### config.mk
export PLATFORM = sky130hd
export DESIGN_NAME = fpp_protect
export DESIGN_NICKNAME = d
export VERILOG_FILES = /design/src/hw/fpp_pkg.sv /design/src/hw/fpp_protect.sv
export SDC_FILE = /design/constraint.sdc
export NUM_CORES = 1
export LEC_CHECK = 0
export BUFFER_PORTS_ARGS = -buffer_cell sky130_fd_sc_hd__buf_2
export CAP_MARGIN = 20
export CORE_ASPECT_RATIO = 2
export CORE_MARGIN = 2
export CORE_UTILIZATION = 30
export CTS_BUF_LIST = sky130_fd_sc_hd__clkbuf_2
export CTS_CLUSTER_SIZE = 12
export DETAILED_ROUTE_END_ITERATION = 10
export GPL_TIMING_DRIVEN = 0
export HOLD_SLACK_MARGIN = 0.05
export PLACE_DENSITY = 0.57
export SLEW_MARGIN = 20
export SYNTH_ARGS = -nofsm -noshare
export SYNTH_HDL_FRONTEND = slang
export SYNTH_SLANG_ARGS = --single-unit
export TNS_END_PERCENT = 30
### constraint.sdc
create_clock -name i_clock -period 3.6 [get_ports i_clock]
set_clock_uncertainty 0.05 [all_clocks]
set_input_delay 0.36 -clock i_clock [delete_from_list [all_inputs] [get_ports i_clock]]
set_output_delay 0.36 -clock i_clock [all_outputs]
set_load 0.01 [all_outputs]
### src/hw/fpp_pkg.sv
// Package for the flash program protection block: map, fields, states
package fpp_pkg;

    // Register byte offsets on the APB slave
    localparam logic [7:0] OFS_BOOT_CTRL = 8'h00;
    localparam logic [7:0] OFS_CODE_CTRL = 8'h04;
    localparam logic [7:0] OFS_SEC_CTRL = 8'h08;
    localparam logic [7:0] OFS_WRITE_KEY = 8'h0C;
    localparam logic [7:0] OFS_STATUS = 8'h10;

    // Configuration byte addresses in the flash array
    localparam logic [16:0] CFG_CODE_LO = 17'h0_E5FC;
    localparam logic [16:0] CFG_BOOT = 17'h0_E5FD;
    localparam logic [16:0] CFG_CODE_HI = 17'h0_E5FE;
    localparam logic [16:0] CFG_SEC = 17'h0_E5FF;
    localparam logic [16:0] CFG_ODD_LO = 17'h0_E5F9;

    // Address limits of the program range
    localparam logic [16:0] PROG_TOP = 17'h1_FFFF;
    localparam logic [16:0] HOLE_LO = 17'h0_C000;
    localparam logic [16:0] HOLE_HI = 17'h0_FFFF;
    localparam logic [16:0] BLOCK_BYTES = 17'h0_0080;
    localparam logic [16:0] BOOT_TAIL = 17'h0_007F;
    localparam logic [16:0] BOOT_LAST_WORDS = 17'h0_0004;

    // Special field values
    localparam logic [9:0] CODE_OFF = 10'h3FF;
    localparam logic [6:0] BOOT_OFF = 7'h7F;
    localparam logic [7:0] KEY_VALUE = 8'h6A;
    localparam logic [31:0] KEY_READ = 32'h0000_00FF;

    // Field positions
    localparam int CODE_HI_BITS = 2;
    localparam int EMPTY_POS = 13;

    // Environment codes
    typedef enum logic [1:0]
    {
        ENV_INTERNAL_RUN = 2'b00,
        ENV_PROGRAMMING = 2'b01,
        ENV_TEST = 2'b11
    } fpp_env_type;

    // Reset load sequence, Gray along the usual path
    typedef enum logic [2:0]
    {
        ST_LOAD_HI = 3'b000,
        ST_LOAD_SEC = 3'b001,
        ST_LOAD_LO = 3'b011,
        ST_LOAD_BOOT = 3'b010,
        ST_RUN = 3'b110
    } fpp_state_type;

    // Core side program memory request
    typedef struct packed
    {
        logic valid;
        logic write;
        logic erase;
        logic mass;
        logic byte_op;
        logic [16:0] addr;
        logic [15:0] wdata;
        logic [16:0] pc;
    } fpp_req_type;

    // Request forwarded to the flash array
    typedef struct packed
    {
        logic valid;
        logic write;
        logic erase;
        logic mass;
        logic byte_op;
        logic [16:0] addr;
        logic [15:0] wdata;
    } fpp_flash_type;

endpackage

### src/hw/fpp_protect.sv
// Flash program memory protection: config load, write key, access filter
//
// Design decisions made here: the address map and the APB slave port.
`timescale 1ns/10ps
// Functional notes
// - Code limit low byte from E5FC, high two bits from E5FE at reset.
// - Unsecured, limit not 3FF: block writes from limit*128 to 1FFFF.
// - Range C000-FFFF is never covered by code-area protection.
// - Overlap of code and boot areas follows the boot-area rule.
// - Write security on: whole program memory write protected unless override pin high.
// - New limits act only after the next reset.
// - Code byte writable in programming/test, or by byte write from boot area code outside its last 4 bytes.
// - Boot area disabled: code byte not writable in internal run.
// - Boot byte loaded from E5FD; writable only in programming/test.
// - Unsecured, boot limit not 7F: block 0 to limit*128+127.
// - Boot control: read-only byte, bit 7 reserved, 6:0 limit.
// - Code control: read-only word, 15:13 blank field, 9:0 limit.
// - Blank field set and pins all high: start in programming.
// - Security byte from E5FF: 7:4 write field, 3:0 read field.
// - Security field enabled for 0000,0001,0010,0100,1000 only.
// - Read security: reads zero outside internal run; guarded erases.
// - Write security, no override: writes and erases are dropped.
// - Key 6A must precede each program write; write needs key.
// - Any other write clears key, except another correct key write.
// - Key register reads FF; reset clears the key.
// - Test mode gives pins direct array access, bypassing the core.
// - Override pin suspends read and write security.
// - Enabled security cannot be disabled until reloaded at reset.
module fpp_protect
    import fpp_pkg::*;
#(
    parameter int ADDR_W = 17
)
(
    // Clock and reset
    input wire logic i_clock,
    input wire logic i_rst,
    // APB slave
    input wire logic i_psel,
    input wire logic i_penable,
    input wire logic i_pwrite,
    input wire logic [7:0] i_paddr,
    input wire logic [31:0] i_pwdata,
    output logic [31:0] o_prdata,
    output logic o_pready,
    output logic o_pslverr,
    // Environment pins
    input wire logic [1:0] i_env_select,
    input wire logic i_security_override_pin,
    input wire logic i_test_mode,
    // Core request and pin test request
    input wire fpp_req_type i_core_req,
    input wire fpp_req_type i_pin_req,
    // Flash array
    output fpp_flash_type o_flash_req,
    input wire logic [7:0] i_flash_rdata,
    input wire logic [15:0] i_flash_rdata_w,
    // Core read data and status
    output logic [15:0] o_core_rdata,
    output logic o_core_blocked,
    output logic o_ready,
    output fpp_env_type o_env
);

    ////////////////////////////////////////////////////////////////////////
    // State
    typedef struct packed
    {
        fpp_state_type st;
        logic [6:0] boot_limit;
        logic [9:0] code_limit;
        logic [2:0] empty;
        logic [7:0] sec;
        fpp_env_type env;
        logic key_set;
        logic [31:0] prdata;
        logic pready;
        logic pslverr;
        fpp_flash_type flash;
        logic [15:0] core_rdata;
        logic blocked;
        logic ready;
        logic blocked_seen;
    } fpp_state_reg_type;

    fpp_state_reg_type state_r;
    fpp_state_reg_type state_nxt;

    // Security field decode
    function automatic logic sec_on(input logic [3:0] f);
        sec_on = (f == 4'h0) || (f == 4'h1) || (f == 4'h2) ||
            (f == 4'h4) || (f == 4'h8);
    endfunction

    logic rd_sec;
    logic wr_sec;
    logic rd_lock;
    logic wr_lock;
    logic [16:0] code_lo;
    logic [16:0] boot_hi;
    logic in_hole;
    logic in_code;
    logic in_boot;
    logic in_odd_cfg;
    logic pc_in_boot;
    logic cfg_ok;
    logic allow;
    logic apb_acc;
    logic key_wr;
    fpp_req_type rq;

    ////////////////////////////////////////////////////////////////////////
    // Protection decode, same cycle as the request
    always_comb
    begin
        rq = i_test_mode ? i_pin_req : i_core_req;
        rd_sec = sec_on(state_r.sec[3:0]);
        wr_sec = sec_on(state_r.sec[7:4]);
        rd_lock = rd_sec && !i_security_override_pin;
        wr_lock = wr_sec && !i_security_override_pin;
        code_lo = {state_r.code_limit, 7'b000_0000};
        boot_hi = {3'b000, state_r.boot_limit, 7'b000_0000} | BOOT_TAIL;
        in_hole = (rq.addr >= HOLE_LO) && (rq.addr <= HOLE_HI);
        in_code = (state_r.code_limit != CODE_OFF) && !in_hole &&
            (rq.addr >= code_lo) && (rq.addr <= PROG_TOP);
        in_boot = (state_r.boot_limit != BOOT_OFF) &&
            (rq.addr <= boot_hi);
        pc_in_boot = (state_r.boot_limit != BOOT_OFF) &&
            (rq.pc <= (boot_hi - BOOT_LAST_WORDS));
        in_odd_cfg = rq.addr[0] && (rq.addr >= CFG_ODD_LO) &&
            (rq.addr <= CFG_SEC);
        // Config bytes: environment gates them first
        cfg_ok = 1'b1;
        if (rq.addr == CFG_CODE_LO || rq.addr == CFG_CODE_HI)
        begin
            // Boot-area code may patch it in run mode
            cfg_ok = (state_r.env != ENV_INTERNAL_RUN) ||
                (rq.byte_op && pc_in_boot);
        end
        else if (rq.addr == CFG_BOOT || rq.addr == CFG_SEC)
        begin
            cfg_ok = (state_r.env != ENV_INTERNAL_RUN);
        end
        allow = 1'b1;
        if (rq.write || rq.erase || rq.mass)
        begin
            allow = state_r.key_set && cfg_ok;
            if (wr_lock)
            begin
                allow = 1'b0;
            end
            // Boot area checked alongside code area; either blocks
            if (in_boot || in_code)
            begin
                allow = 1'b0;
            end
            if ((rq.mass || (rq.erase && in_odd_cfg)) && rd_lock)
            begin
                allow = 1'b0;
            end
        end
        apb_acc = i_psel && i_penable && !state_r.pready;
        key_wr = apb_acc && i_pwrite && (i_paddr == OFS_WRITE_KEY) &&
            (i_pwdata[7:0] == KEY_VALUE);
    end

    ////////////////////////////////////////////////////////////////////////
    // Next state
    always_comb
    begin
        state_nxt = state_r;
        state_nxt.pready = 1'b0;
        state_nxt.pslverr = 1'b0;
        state_nxt.flash = '0;
        state_nxt.blocked = 1'b0;
        // Reset-time configuration load; limits latched only here
        case (state_r.st)
            ST_LOAD_HI:
            begin
                state_nxt.flash.valid = 1'b1;
                state_nxt.flash.byte_op = 1'b1;
                state_nxt.flash.addr = CFG_CODE_HI;
                state_nxt.st = ST_LOAD_SEC;
            end
            ST_LOAD_SEC:
            begin
                state_nxt.code_limit[9:8] =
                    i_flash_rdata[CODE_HI_BITS-1:0];
                state_nxt.empty = i_flash_rdata[7:5];
                state_nxt.flash.valid = 1'b1;
                state_nxt.flash.byte_op = 1'b1;
                state_nxt.flash.addr = CFG_SEC;
                state_nxt.st = ST_LOAD_LO;
            end
            ST_LOAD_LO:
            begin
                state_nxt.sec = i_flash_rdata;
                state_nxt.flash.valid = 1'b1;
                state_nxt.flash.byte_op = 1'b1;
                state_nxt.flash.addr = CFG_CODE_LO;
                state_nxt.st = ST_LOAD_BOOT;
            end
            ST_LOAD_BOOT:
            begin
                state_nxt.code_limit[7:0] = i_flash_rdata;
                state_nxt.flash.valid = 1'b1;
                state_nxt.flash.byte_op = 1'b1;
                state_nxt.flash.addr = CFG_BOOT;
                state_nxt.st = ST_RUN;
            end
            ST_RUN:
            begin
                if (!state_r.ready)
                begin
                    state_nxt.boot_limit = i_flash_rdata[6:0];
                    state_nxt.ready = 1'b1;
                    // Blank array with all pins high: programming
                    if (i_test_mode)
                    begin
                        state_nxt.env = ENV_TEST;
                    end
                    else if ((&i_env_select) &&
                        ((state_r.empty == 3'b011) ||
                        (state_r.empty == 3'b101) ||
                        (state_r.empty[2:1] == 2'b11)))
                    begin
                        state_nxt.env = ENV_PROGRAMMING;
                    end
                    else
                    begin
                        state_nxt.env = ENV_INTERNAL_RUN;
                    end
                end
                else if (rq.valid)
                begin
                    if (rq.write || rq.erase || rq.mass)
                    begin
                        // Blocked access never reaches the array
                        if (allow)
                        begin
                            state_nxt.flash.valid = 1'b1;
                            state_nxt.flash.write = rq.write;
                            state_nxt.flash.erase = rq.erase;
                            state_nxt.flash.mass = rq.mass;
                            state_nxt.flash.byte_op = rq.byte_op;
                            state_nxt.flash.addr = rq.addr;
                            state_nxt.flash.wdata = rq.wdata;
                        end
                        else
                        begin
                            state_nxt.blocked = 1'b1;
                            state_nxt.blocked_seen = 1'b1;
                        end
                        state_nxt.key_set = 1'b0;
                    end
                    else
                    begin
                        state_nxt.flash.valid = 1'b1;
                        state_nxt.flash.addr = rq.addr;
                    end
                end
            end
            default:
            begin
                state_nxt.st = ST_LOAD_HI;
            end
        endcase
        // Read data follows one cycle after the array read
        if (rd_lock && state_r.env != ENV_INTERNAL_RUN)
        begin
            state_nxt.core_rdata = 16'h0000;
        end
        else
        begin
            state_nxt.core_rdata = i_flash_rdata_w;
        end
        // APB: one wait state, access ends with pready
        if (apb_acc)
        begin
            state_nxt.pready = 1'b1;
            state_nxt.prdata = 32'h0000_0000;
            if (i_pwrite)
            begin
                // Key sticks only on a correct key write
                state_nxt.key_set = key_wr;
                if (i_paddr != OFS_WRITE_KEY)
                begin
                    state_nxt.pslverr = 1'b1;
                end
            end
            else
            begin
                case (i_paddr)
                    OFS_BOOT_CTRL:
                        state_nxt.prdata = {25'd0, state_r.boot_limit};
                    OFS_CODE_CTRL:
                        state_nxt.prdata = {16'd0, state_r.empty, 3'b000,
                            state_r.code_limit};
                    OFS_SEC_CTRL:
                        state_nxt.prdata = {24'd0, state_r.sec};
                    OFS_WRITE_KEY:
                        state_nxt.prdata = KEY_READ;
                    OFS_STATUS:
                        state_nxt.prdata = {26'd0, state_r.blocked_seen,
                            state_r.key_set, wr_sec, rd_sec, state_r.env};
                    default:
                        state_nxt.pslverr = 1'b1;
                endcase
            end
        end
    end

    ////////////////////////////////////////////////////////////////////////
    // Register; reset clears key and restarts the load
    always_ff @(posedge i_clock or posedge i_rst)
    begin
        if (i_rst)
        begin
            state_r <= '0;
            state_r.sec <= 8'h00;
            state_r.st <= ST_LOAD_HI;
        end
        else
        begin
            state_r <= state_nxt;
        end
    end

    // Outputs straight from flip-flops
    assign o_prdata = state_r.prdata;
    assign o_pready = state_r.pready;
    assign o_pslverr = state_r.pslverr;
    assign o_flash_req = state_r.flash;
    assign o_core_rdata = state_r.core_rdata;
    assign o_core_blocked = state_r.blocked;
    assign o_ready = state_r.ready;
    assign o_env = state_r.env;

endmodule

==> results of run 1 <==
-- per-stage QoR --
step	utilization (%)	hold WS [ns]	instance area (um^2)	total power (W)	setup slack (ns)
finish	43.0	0.119	8760	0.00248	0.213
global route	43.0	0.0609	8760	0.00262	0.0837
CTS	42.7	0.0578	8710	0.00250	0.0791
detailed placement	38.4	0.327	7820	0.00177	-0.590
global placement	38.2	0.415	7790	0.00176	-0.936
floorplan	-	0.394	6300	0.00156	0.0195
-- worst max-delay path by stage --
stage / slack [ns] / from / to
2_1_floorplan: 0.02 / i_test_mode / o_flash_req[5]$_DFF_PP0_
3_3_place_gp: -0.94 / i_rst / o_flash_req[23]$_DFF_PP0_
3_5_place_dp: -0.59 / i_test_mode / o_flash_req[5]$_DFF_PP0_
4_1_cts: 0.08 / i_test_mode / o_flash_req[31]$_DFF_PP0_
5_1_grt: 0.08 / i_test_mode / o_flash_req[31]$_DFF_PP0_
6_report: 0.21 / i_test_mode / o_flash_req[31]$_DFF_PP0_
-- layer usage --
| layer | global-route usage (%) | up-vias | share of wire [%] |
|---|---|---|---|
| li1 | - | 2799 | - |
| met1 | 17.3 | 2687 | 34 |
| met2 | 37.5 | 213 | 58 |
| met3 | 2.70 | 34 | 4.4 |
| met4 | 8.03 | 2 | 3.5 |
| met5 | 0 | - | 0.070 |
-- Yosys cell counts (all sizes together) (3+ instances only) --
library cell and number:
nor2 56, maj3 3, buf 99, a22o 10
nand3 10, nor3b 4, clkbuf 11, nand2b 7
o21ai 43, ha 24, a21oi 15, or3 5
and2 3, nand3b 4, nand2 45, dfrtp 106
o22ai 6, nor4 7, a21o 5, a22oi 3
nor3 19, nor2b 20, nand4 7, a211oi 3
mux2i 29, mux2 30, inv 31, and3 3
-- where the power goes --
group	internal, W	total (W)	switching, W	leakage, nW
Clock	0.000238	0.000652	0.000413	0.0860
Combinational	0.000297	0.000570	0.000273	3.12
Sequential	0.00123	0.00125	0.0000223	1.35
-- layout make-up --
class | count | area [um^2] | area share, %
Timing Repair Buffer | 310 | 1970 | 22.5
Inverter | 31 | 121 | 1.39
Antenna cell | 1 | 2.50 | 0.0286
Tap cell | 266 | 333 | 3.80
Sequential cell | 106 | 2650 | 30.3
Buffer | 110 | 781 | 8.92
Multi-Input combinational cell | 411 | 2750 | 31.4
Clock inverter | 7 | 101 | 1.16
Clock buffer | 9 | 45.0 | 0.514
-- state kept, by name (all words and copies together), names as in the netlist --
register / cells
o_flash_req: 38
boot_hi: 7
o_env: 2
o_ready: 1
code_lo: 10
o_core_blocked: 1
o_pslverr: 1
state_r: 16
o_pready: 1
o_core_rdata: 16
o_prdata: 13
-- critical path: cells and delay by family --
family          cells  cell delay (ns)
simple gates        1             0.09
compound gates      6             1.40
fa+ha+maj           1             0.31
buf+inv             7             1.34
mux                 1             0.35
-- repair_timing --
item / in CTS / in global routing
hold buffers: 74 / 4
resized for setup: 0 / 0
hold endpoints to repair: 175 / 3
buffers inserted: 0 / 1
setup endpoints to repair: 0 / 13
-- kinds of logic after synthesis --
logic type / after synthesis / synth area share, %
buffers and inverters: 141 / 14.2
multiplexers: 59 / 10.2
other: 1 / 0.0603
adder cells (fa/ha/maj): 27 / 5.31
AND/OR/NAND/NOR: 198 / 16.1
AO/OA/AOI/OAI: 108 / 11.5
flip-flops: 106 / 42.6
==> metrics.md, run 1 <==
| Metric | Value |
|---|---|
| Yosys reg bits | ~110 |
| Final period util | roughly 94% |
| Worst-Skew Late Latency | approximately 0.60 ns |
| WL per Instance | between 15 and 20 um |
| Critical Path Most Common Cell | buf_4 |
| EDFF count, synth | 0 |
| Nets | 1186 |
| Most frequent cells in the layout | 233 x buf_2, 106 x dfrtp_1, 92 x buf_4 |
| Drt first pass iters | 4 |
| CP max FO | 10 |
| Pwr/cell area | approximately 280 nW/um^2 |
| Setup TNS | 0 ns |
| Worst EP arrival | approximately 3.9 ns |
| Via count normalized by instance count | ~4.6 |
| Max IR drop VDD | around 0.17 mV |
| Slowest CP cell | a2111o_1 |
| Die ar. | about 22000 um^2 |
| Most used DFF post-synth | dfrtp_1 |
| Die width | 106 um |
| LEAKAGE | around 4.6 nW |
| Fillcell total | 2062 |
| HPWL reported at the end of detailed placement | approximately 16000 um |
| Reg2reg setup slack | roughly 0.69 ns |
| Dpl cells | roughly 1200 |
| DRC | 0 |
| Via Count | around 5700 |
| Commonest non-fill, non-tap cell in the layout | buf_2 |
| Worst Setup Path Type | in -> reg |
| R2R depth | 11 |
| Area share of the largest cell type after synthesis | 42.6% |
| Max Root-Sink Buffers | 2 |
| Clock tree sinks | between 100 and 150 |
| Hold Path End | o_flash_req[35]$_DFF_PP0_ |
| Routability Congestion | about 0.89 |
| Hold depth | 3 |
| Slew @ Worst Pin | around 0.9 ns |
| Rows | between 70 and 80 |
| Port bufs | 230 |
| Core Area | a little over 20000 um^2 |
| Synth cell types | 61 |
| Mapped cell area | just over 6000 um^2 |
| Max Cap Violations | 0 |
| Status | complete, no violations |
| Syn_area_per_cell | around 9.7 um^2 |
| Biggest area consumer among synthesized cells | dfrtp_1 |
| CTS Root Cell | clkbuf_2 |
| Crit-path cells | buf_6, buf_4, buf_4, buf_4, buf_6, mux2_2, ha_1, nand3b_1, o22ai_1, a221o_1, a2111o_1, a2111oi_4, buf_4, a21oi_2, buf_2, o21ai_0 |
| Iter 0 DRT Violations | 250 |
| Tmin final | ~3.4 ns |
| Asr flop ratio synth | between 90% and 100% |
| Die height | between 200 and 250 um |
| CTS clk-pin slew, worst paths | about 0.29 ns |
| RSZ-0062 raised after global routing | no |
| Element type at the critical path end | register |
| WL final | roughly 20000 um |
| Fmax | approximately 300 MHz |
| Hold Violations, Final | 0 |
| Pins Over Slew Limit | 0 |
| First-pass GRT wire length | roughly 31000 um |
| Synth top area cells | dfrtp_1 43%, buf_4 11%, mux2_2 5.2% |
| Synthesized instance count | 640 |
| Initial antenna violation count | 2 |
| # setup viols final | 0 |
| Detail Route Antenna Nets | 0 |
| Post-synthesis sequential area ratio | a little over two fifths |
| Syn. warnings | 0 |
| Htree depth | 3 |
| CP peak stage delay | 0.41 ns |
| CP Launch Type | primary input |
| Vias in the first global route | just under 6000 |
| Cts bufs inserted | 9 |
| Post-Layout Cell Count | 1251 |
| Share of cells above drive strength 1 | 39.0% |
| I/O pins | around 280 |
| GR Overflow Total | 0 |
| R2r startpoint | boot_hi[8]$_DFFE_PP0P_ |
| CP required | 4.09 ns |
| Capture point of the worst reg-to-reg path | o_flash_req[31]$_DFF_PP0_ |
| Worst hold start | i_core_req[52] |
| Total global routing track utilization | a little under a fifth |
| Initial Util | a little under a third |
| CTS tree | yes |
| Largest net degree at the start of global routing | roughly 70 |
| Slew HR | between 30% and 40% |
| Layout area overhead | 40.8% |
| Hold Path Class | in -> reg |
No activity file was read; power rests on OpenSTA's default activity.
==> run 2: changes to the inputs <==
Settings changed: REMOVE_ABC_BUFFERS set to 1.
==> run 2 against run 1 <==
  * Count of clock-buffer cells in the layout unchanged
  * Clock power down 4.0%
  * Die area unchanged
  * Routed wire length down 6.6%
  * Critical path depth down 7
  * First-iteration DRC count down 30%
  * Setup slack better by 0.034 ns
==> metrics.md, run 2 (same netlist as run 1, synthesis figures left out) <==
| Metric | Value |
|---|---|
| Worst EP arrival | 3.79 ns |
| Final core utilization | roughly 40% |
| Sw frac | 30.4% |
| Element type at the critical path end | register |
| Status | complete, no violations |
| Via count normalized by instance count | 4.63 |
| Htree depth | 3 |
| Clock tree sinks | around 110 |
| CTS tree | yes |
| Max FFs per register | 38 |
| Switch Pwr | 0.000730 W |
| Tot Pwr | 0.00240 W |
| I/O pins | 275 |
| Clk pwr share | about a quarter |
| Layout area overhead | 30.1% |
| Worst Setup Slack, final | roughly 0.25 ns |
| Detail Route Antenna Nets | 0 |
| Pwr/cell area | just under 300 nW/um^2 |
| CTS clk-pin slew, worst paths | around 0.32 ns |
| Pins Over Slew Limit | 0 |
| CP Launch Type | primary input |
| Drt first pass iters | 4 |
| Register area | roughly 2700 um^2 |
| Logic gate share of total power | 21.7% |
| HPWL reported at the end of detailed placement | about 14000 um |
| Initial antenna violation count | 2 |
| DRC | 0 |
| Hold Violations, Final | 0 |
| WL per Instance | between 15 and 20 um |
| Core Area | roughly 20000 um^2 |
| Max Root-Sink Buffers | 2 |
| CP max FO | 59 |
| Max IR drop VDD | between 0.15 and 0.2 mV |
| LEAKAGE | between 4 and 5 nW |
| RSZ-0062 raised after global routing | no |
| Fmax | 298 MHz |
| Commonest non-fill, non-tap cell in the layout | buf_2 |
| Tmin final | ~3.4 ns |
| Die width | 106 um |
| Initial Util | between 30% and 40% |
| Die height | ~210 um |
| CP required | slightly above 4 ns |
| Internal power | between 0.0015 and 0.002 W |
| Routability Congestion | ~0.79 |
| Total global routing track utilization | 17.1% |
| Slew @ Worst Pin | ~1.1 ns |
| Slew HR | 27.1% |
| Largest net degree at the start of global routing | between 60 and 70 |
| WL final | about 19000 um |
| Nets | approximately 1100 |
| CTS Root Cell | clkbuf_2 |
| Die ar. | 22000 um^2 |
| Worst-Skew Late Latency | just over 0.6 ns |
| Vias in the first global route | approximately 5400 |
| Final period util | ~93% |
| Setup slack at placement | -0.779 ns |
| Most frequent cells in the layout | 230 x buf_2, 106 x dfrtp_1, 87 x dlygate4sd3_1 |
| Share of cells above drive strength 1 | 32.8% |
| Worst Setup Path Type | in -> reg |
| Via Count | between 5000 and 6000 |
| Iter 0 DRT Violations | roughly 170 |
| Rows | between 70 and 80 |
| Port bufs | 231 |
| Final Instance Area | 8090 um^2 |
| Hold Path Class | in -> reg |
| Fillcell total | between 2000 and 2500 |
| Footprint of the multi-input gates | ~2800 um^2 |
| Max Cap Violations | 0 |
| First-pass GRT wire length | a little under 30000 um |
| WHS | a little over 0.1 ns |
| # setup viols final | 0 |
| Reg power frac | a little over half |
| GR Overflow Total | 0 |
| Dpl cell area | about 7100 um^2 |
| Cts bufs inserted | 9 |
## run 2: repair_timing
item | 4_1_cts | 5_1_grt
endpoints found under the setup margin | 2 | 0
setup buffers | 0 | 0
endpoints found under the hold margin | 181 | 0
hold buffers | 87 | 0
gates resized for setup | 1 | 0
## run 2: final timing paths
check                      cells after the start  slack [ns]                   endpoint                     from
min reg2reg                                    2        0.47    o_prdata[4]$_DFFE_PP0P_  o_prdata[4]$_DFFE_PP0P_
max reg2reg                                    9        0.41  o_flash_req[30]$_DFF_PP0_   boot_hi[8]$_DFFE_PP0P_
max                                            9        0.25  o_flash_req[17]$_DFF_PP0_              i_test_mode
min                                            4        0.10  o_flash_req[18]$_DFF_PP0_           i_core_req[35]
max in group asynchronous                      4        2.63    boot_hi[11]$_DFFE_PP0P_                    i_rst
min in group asynchronous                      3        0.20  o_flash_req[17]$_DFF_PP0_                    i_rst
## run 2: layer usage
layer	part of all wire (%)	GRT usage, %	wire [um]
met5	0	0	0
met4	3.1	7.21	586
met3	4.1	2.61	778
met2	56	33.2	10500
met1	37	17.8	6890
## run 2: final cells by class
type                    count  share of cell area [%]
clock inverters             7                    1.08
inverters                  31                    1.50
repair buffers            320                    25.8
flip-flops and latches    106                    32.8
diodes                      2                  0.0618
well taps                 266                    4.11
clock buffers               9                   0.557
multi-input cells         411                    34.2
## run 2: through the flow
stage / cells / setup TNS (ns)
2_1_floorplan: 548 / 0
3_3_place_gp: 1045 / -164.21
3_5_place_dp: 1047 / -17.83
4_1_cts: 1150 / 0
5_1_grt: 1152 / 0
6_report: 1152 / 0
## run 2: power by group through the flow
stage	Combinational (W)	Sequential, W	Clock (W)
global route	0.000580	0.00126	0.000700
global placement	0.000428	0.00127	0
CTS	0.000527	0.00125	0.000661
finish	0.000520	0.00125	0.000626
detailed placement	0.000442	0.00127	0
floorplan	0.000211	0.00128	0
## run 2: critical path, cell delays in order
cell,delay [ns]
buf_4,0.23
buf_16,0.28
mux2_2,0.47
nor3_1,0.39
o2111ai_1,0.44
a311oi_1,0.50
a2111oi_4,0.19
a21oi_4,0.58
o22ai_1,0.27
==> run 3: changes to the inputs <==
Settings changed: CORE_ASPECT_RATIO 2 to 1.4.
==> run 3 against run 2 <==
  * Critical path depth increased by 2
  * Setup slack improved by 0.043 ns
  * Sequential share of layout area increased by 0.55 points
  * Final area decreased by 1.6%
  * Register-to-register slack improved by 0.03 ns
  * Die area decreased by 0.24%
  * Final cell count decreased by 1.8%
  * Combinational power decreased by 2%
  * Largest power group unchanged
  * Highest routed layer unchanged
  * Clock power about the same
  * Routed wire length decreased by 3.3%
  * Largest cell class unchanged
  * Critical path type unchanged
==> metrics.md, run 3 (same netlist as run 1, synthesis figures left out) <==
| Metric | Value |
|---|---|
| Status | complete, no violations |
| Port bufs | 231 |
| Htree depth | 3 |
| DRC | 0 |
| RSZ-0062 raised after global routing | no |
| Clock tree sinks | between 100 and 150 |
| R2r startpoint | boot_hi[8]$_DFFE_PP0P_ |
| CTS tree | yes |
| Vias in the first global route | between 5000 and 6000 |
| Final period util | about 92% |
| Tot Pwr | 0.00239 W |
| Worst Setup Slack, final | 0.290 ns |
| R2R depth | 9 |
| Setup slack at placement | -0.517 ns |
| Pins Over Slew Limit | 0 |
| Post-CTS Setup Bufs | 0 |
| Tmin final | 3.31 ns |
| Reg2reg setup slack | ~0.44 ns |
| Drt first pass iters | 4 |
| LEAKAGE | just over 4 nW |
| Core Area | slightly above 20000 um^2 |
| Commonest non-fill, non-tap cell in the layout | buf_2 |
| CP Capture Point | o_flash_req[3]$_DFF_PP0_ |
| Worst EP arrival | 3.83 ns |
| Share of cells above drive strength 1 | 33.2% |
| Total global routing track utilization | roughly 16% |
| Max FFs per register | 38 |
| Element type at the critical path end | register |
| Hold depth | 3 |
| Final Instance Area | around 8000 um^2 |
| Footprint of the multi-input gates | around 2800 um^2 |
| Die height | about 170 um |
| Dpl cell area | a little over 7000 um^2 |
| I/O pins | about 280 |
| Die width | 126 um |
| CP max FO | 51 |
| First-pass GRT wire length | 27900 um |
| # setup viols final | 0 |
| Routability Congestion | 0.808 |
| WL per Instance | approximately 16 um |
| WL final | ~18000 um |
| Layout area overhead | 28.0% |
| CTS clk-pin slew, worst paths | between 0.3 and 0.4 ns |
| Register area | 2650 um^2 |
| Max IR drop VDD | roughly 0.11 mV |
| Initial Util | between 30% and 40% |
| CTS Root Cell | clkbuf_2 |
| Most frequent cells in the layout | 230 x buf_2, 106 x dfrtp_1, 76 x dlygate4sd3_1 |
| GR Overflow Total | 0 |
| HPWL reported at the end of detailed placement | approximately 14000 um |
| Capture point of the worst reg-to-reg path | o_flash_req[3]$_DFF_PP0_ |
| Worst-Skew Late Latency | around 0.62 ns |
| Setup crit start | i_test_mode |
| Nets | ~1100 |
| Worst Setup Path Type | in -> reg |
| Hold Violations, Final | 0 |
| Pwr/cell area | approximately 300 nW/um^2 |
| Max Root-Sink Buffers | 2 |
| Fmax | just over 300 MHz |
| Slew @ Worst Pin | 1.04 ns |
| Max Cap Violations | 0 |
| Rows | between 60 and 70 |
| CP Launch Type | primary input |
| Hold Path Class | in -> reg |
| Detail Route Antenna Nets | 0 |
| Cts bufs inserted | 9 |
| Slew HR | 30.2% |
| Setup TNS | 0 ns |
| CP required | roughly 4 ns |
| Via count normalized by instance count | about 4.7 |
| Via Count | around 5300 |
| Largest net degree at the start of global routing | 74 |
| Fillcell total | 2047 |
| Die ar. | 21900 um^2 |
| Initial antenna violation count | 2 |
| Iter 0 DRT Violations | roughly 190 |
==> run 3: cell count changes in the layout (fill, tap and decap cells not counted), sizes merged <==
cell,delta
dlygate4sd3,-11
clkinv,-2
clkinvlp,+1
inv,+1
==> run 3: cell type report <==
cell class / instances / share of cell area, %
multi-input cells: 411 / 34.7
flip-flops and latches: 106 / 33.3
repair buffers: 309 / 24.7
well taps: 256 / 4.02
inverters: 31 / 1.52
clock inverters: 7 / 1.07
clock buffers: 9 / 0.566
diodes: 2 / 0.0629
==> run 3: layer usage <==
metal | global-route usage (%) | routed length (um) | share of wire (%)
met4 | 6.30 | 491 | 2.7
met5 | 0 | 0 | 0
met1 | 18.4 | 7140 | 39
met3 | 2.12 | 878 | 4.8
met2 | 30.5 | 9630 | 53
==> run 3: where the power goes <==
| part | internal (W) | switching (W) | leakage, nW |
|---|---|---|---|
| clock | 0.000175 | 0.000453 | 0.0726 |
| combinational | 0.000253 | 0.000254 | 2.61 |
| sequential | 0.00123 | 0.0000202 | 1.35 |
==> run 3: worst min path at each step <==
stage                                           end                     from  slack, ns
after detailed placement  o_core_rdata[3]$_DFF_PP0_                    i_rst       0.32
after global routing      o_flash_req[33]$_DFF_PP0_            i_pin_req[50]       0.06
final                     o_flash_req[29]$_DFF_PP0_           i_core_req[46]       0.07
after global placement      o_prdata[7]$_DFFE_PP0P_  o_prdata[7]$_DFFE_PP0P_       0.41
after CTS                 o_flash_req[29]$_DFF_PP0_           i_core_req[46]       0.05
after floorplan              state_r[0]$_DFFE_PP0P_   state_r[0]$_DFFE_PP0P_       0.39
==> run 3: worst max-delay path, stage by stage <==
cell       delay [ns]
buf_4            0.34
buf_12           0.31
mux2_2           0.37
ha_1             0.31
nand3b_1         0.09
o22ai_1          0.11
a221o_1          0.35
a2111o_1         0.42
a2111oi_4        0.54
nand4_4          0.36
nor2_1           0.22
==> run 3: timing repair <==
item / in CTS / in global routing
endpoints found under the hold margin: 180 / 1
hold buffers: 75 / 1
gates resized for setup: 0 / 0
==> run 3: through the flow <==
stage	util [%]	hold WS, ns	cells
3_5_place_dp	34.6	0.316	1037
6_report	39.0	0.0713	1131
3_3_place_gp	34.3	0.409	1035
4_1_cts	38.9	0.0503	1128
5_1_grt	39.0	0.0576	1131
2_1_floorplan	-	0.394	548
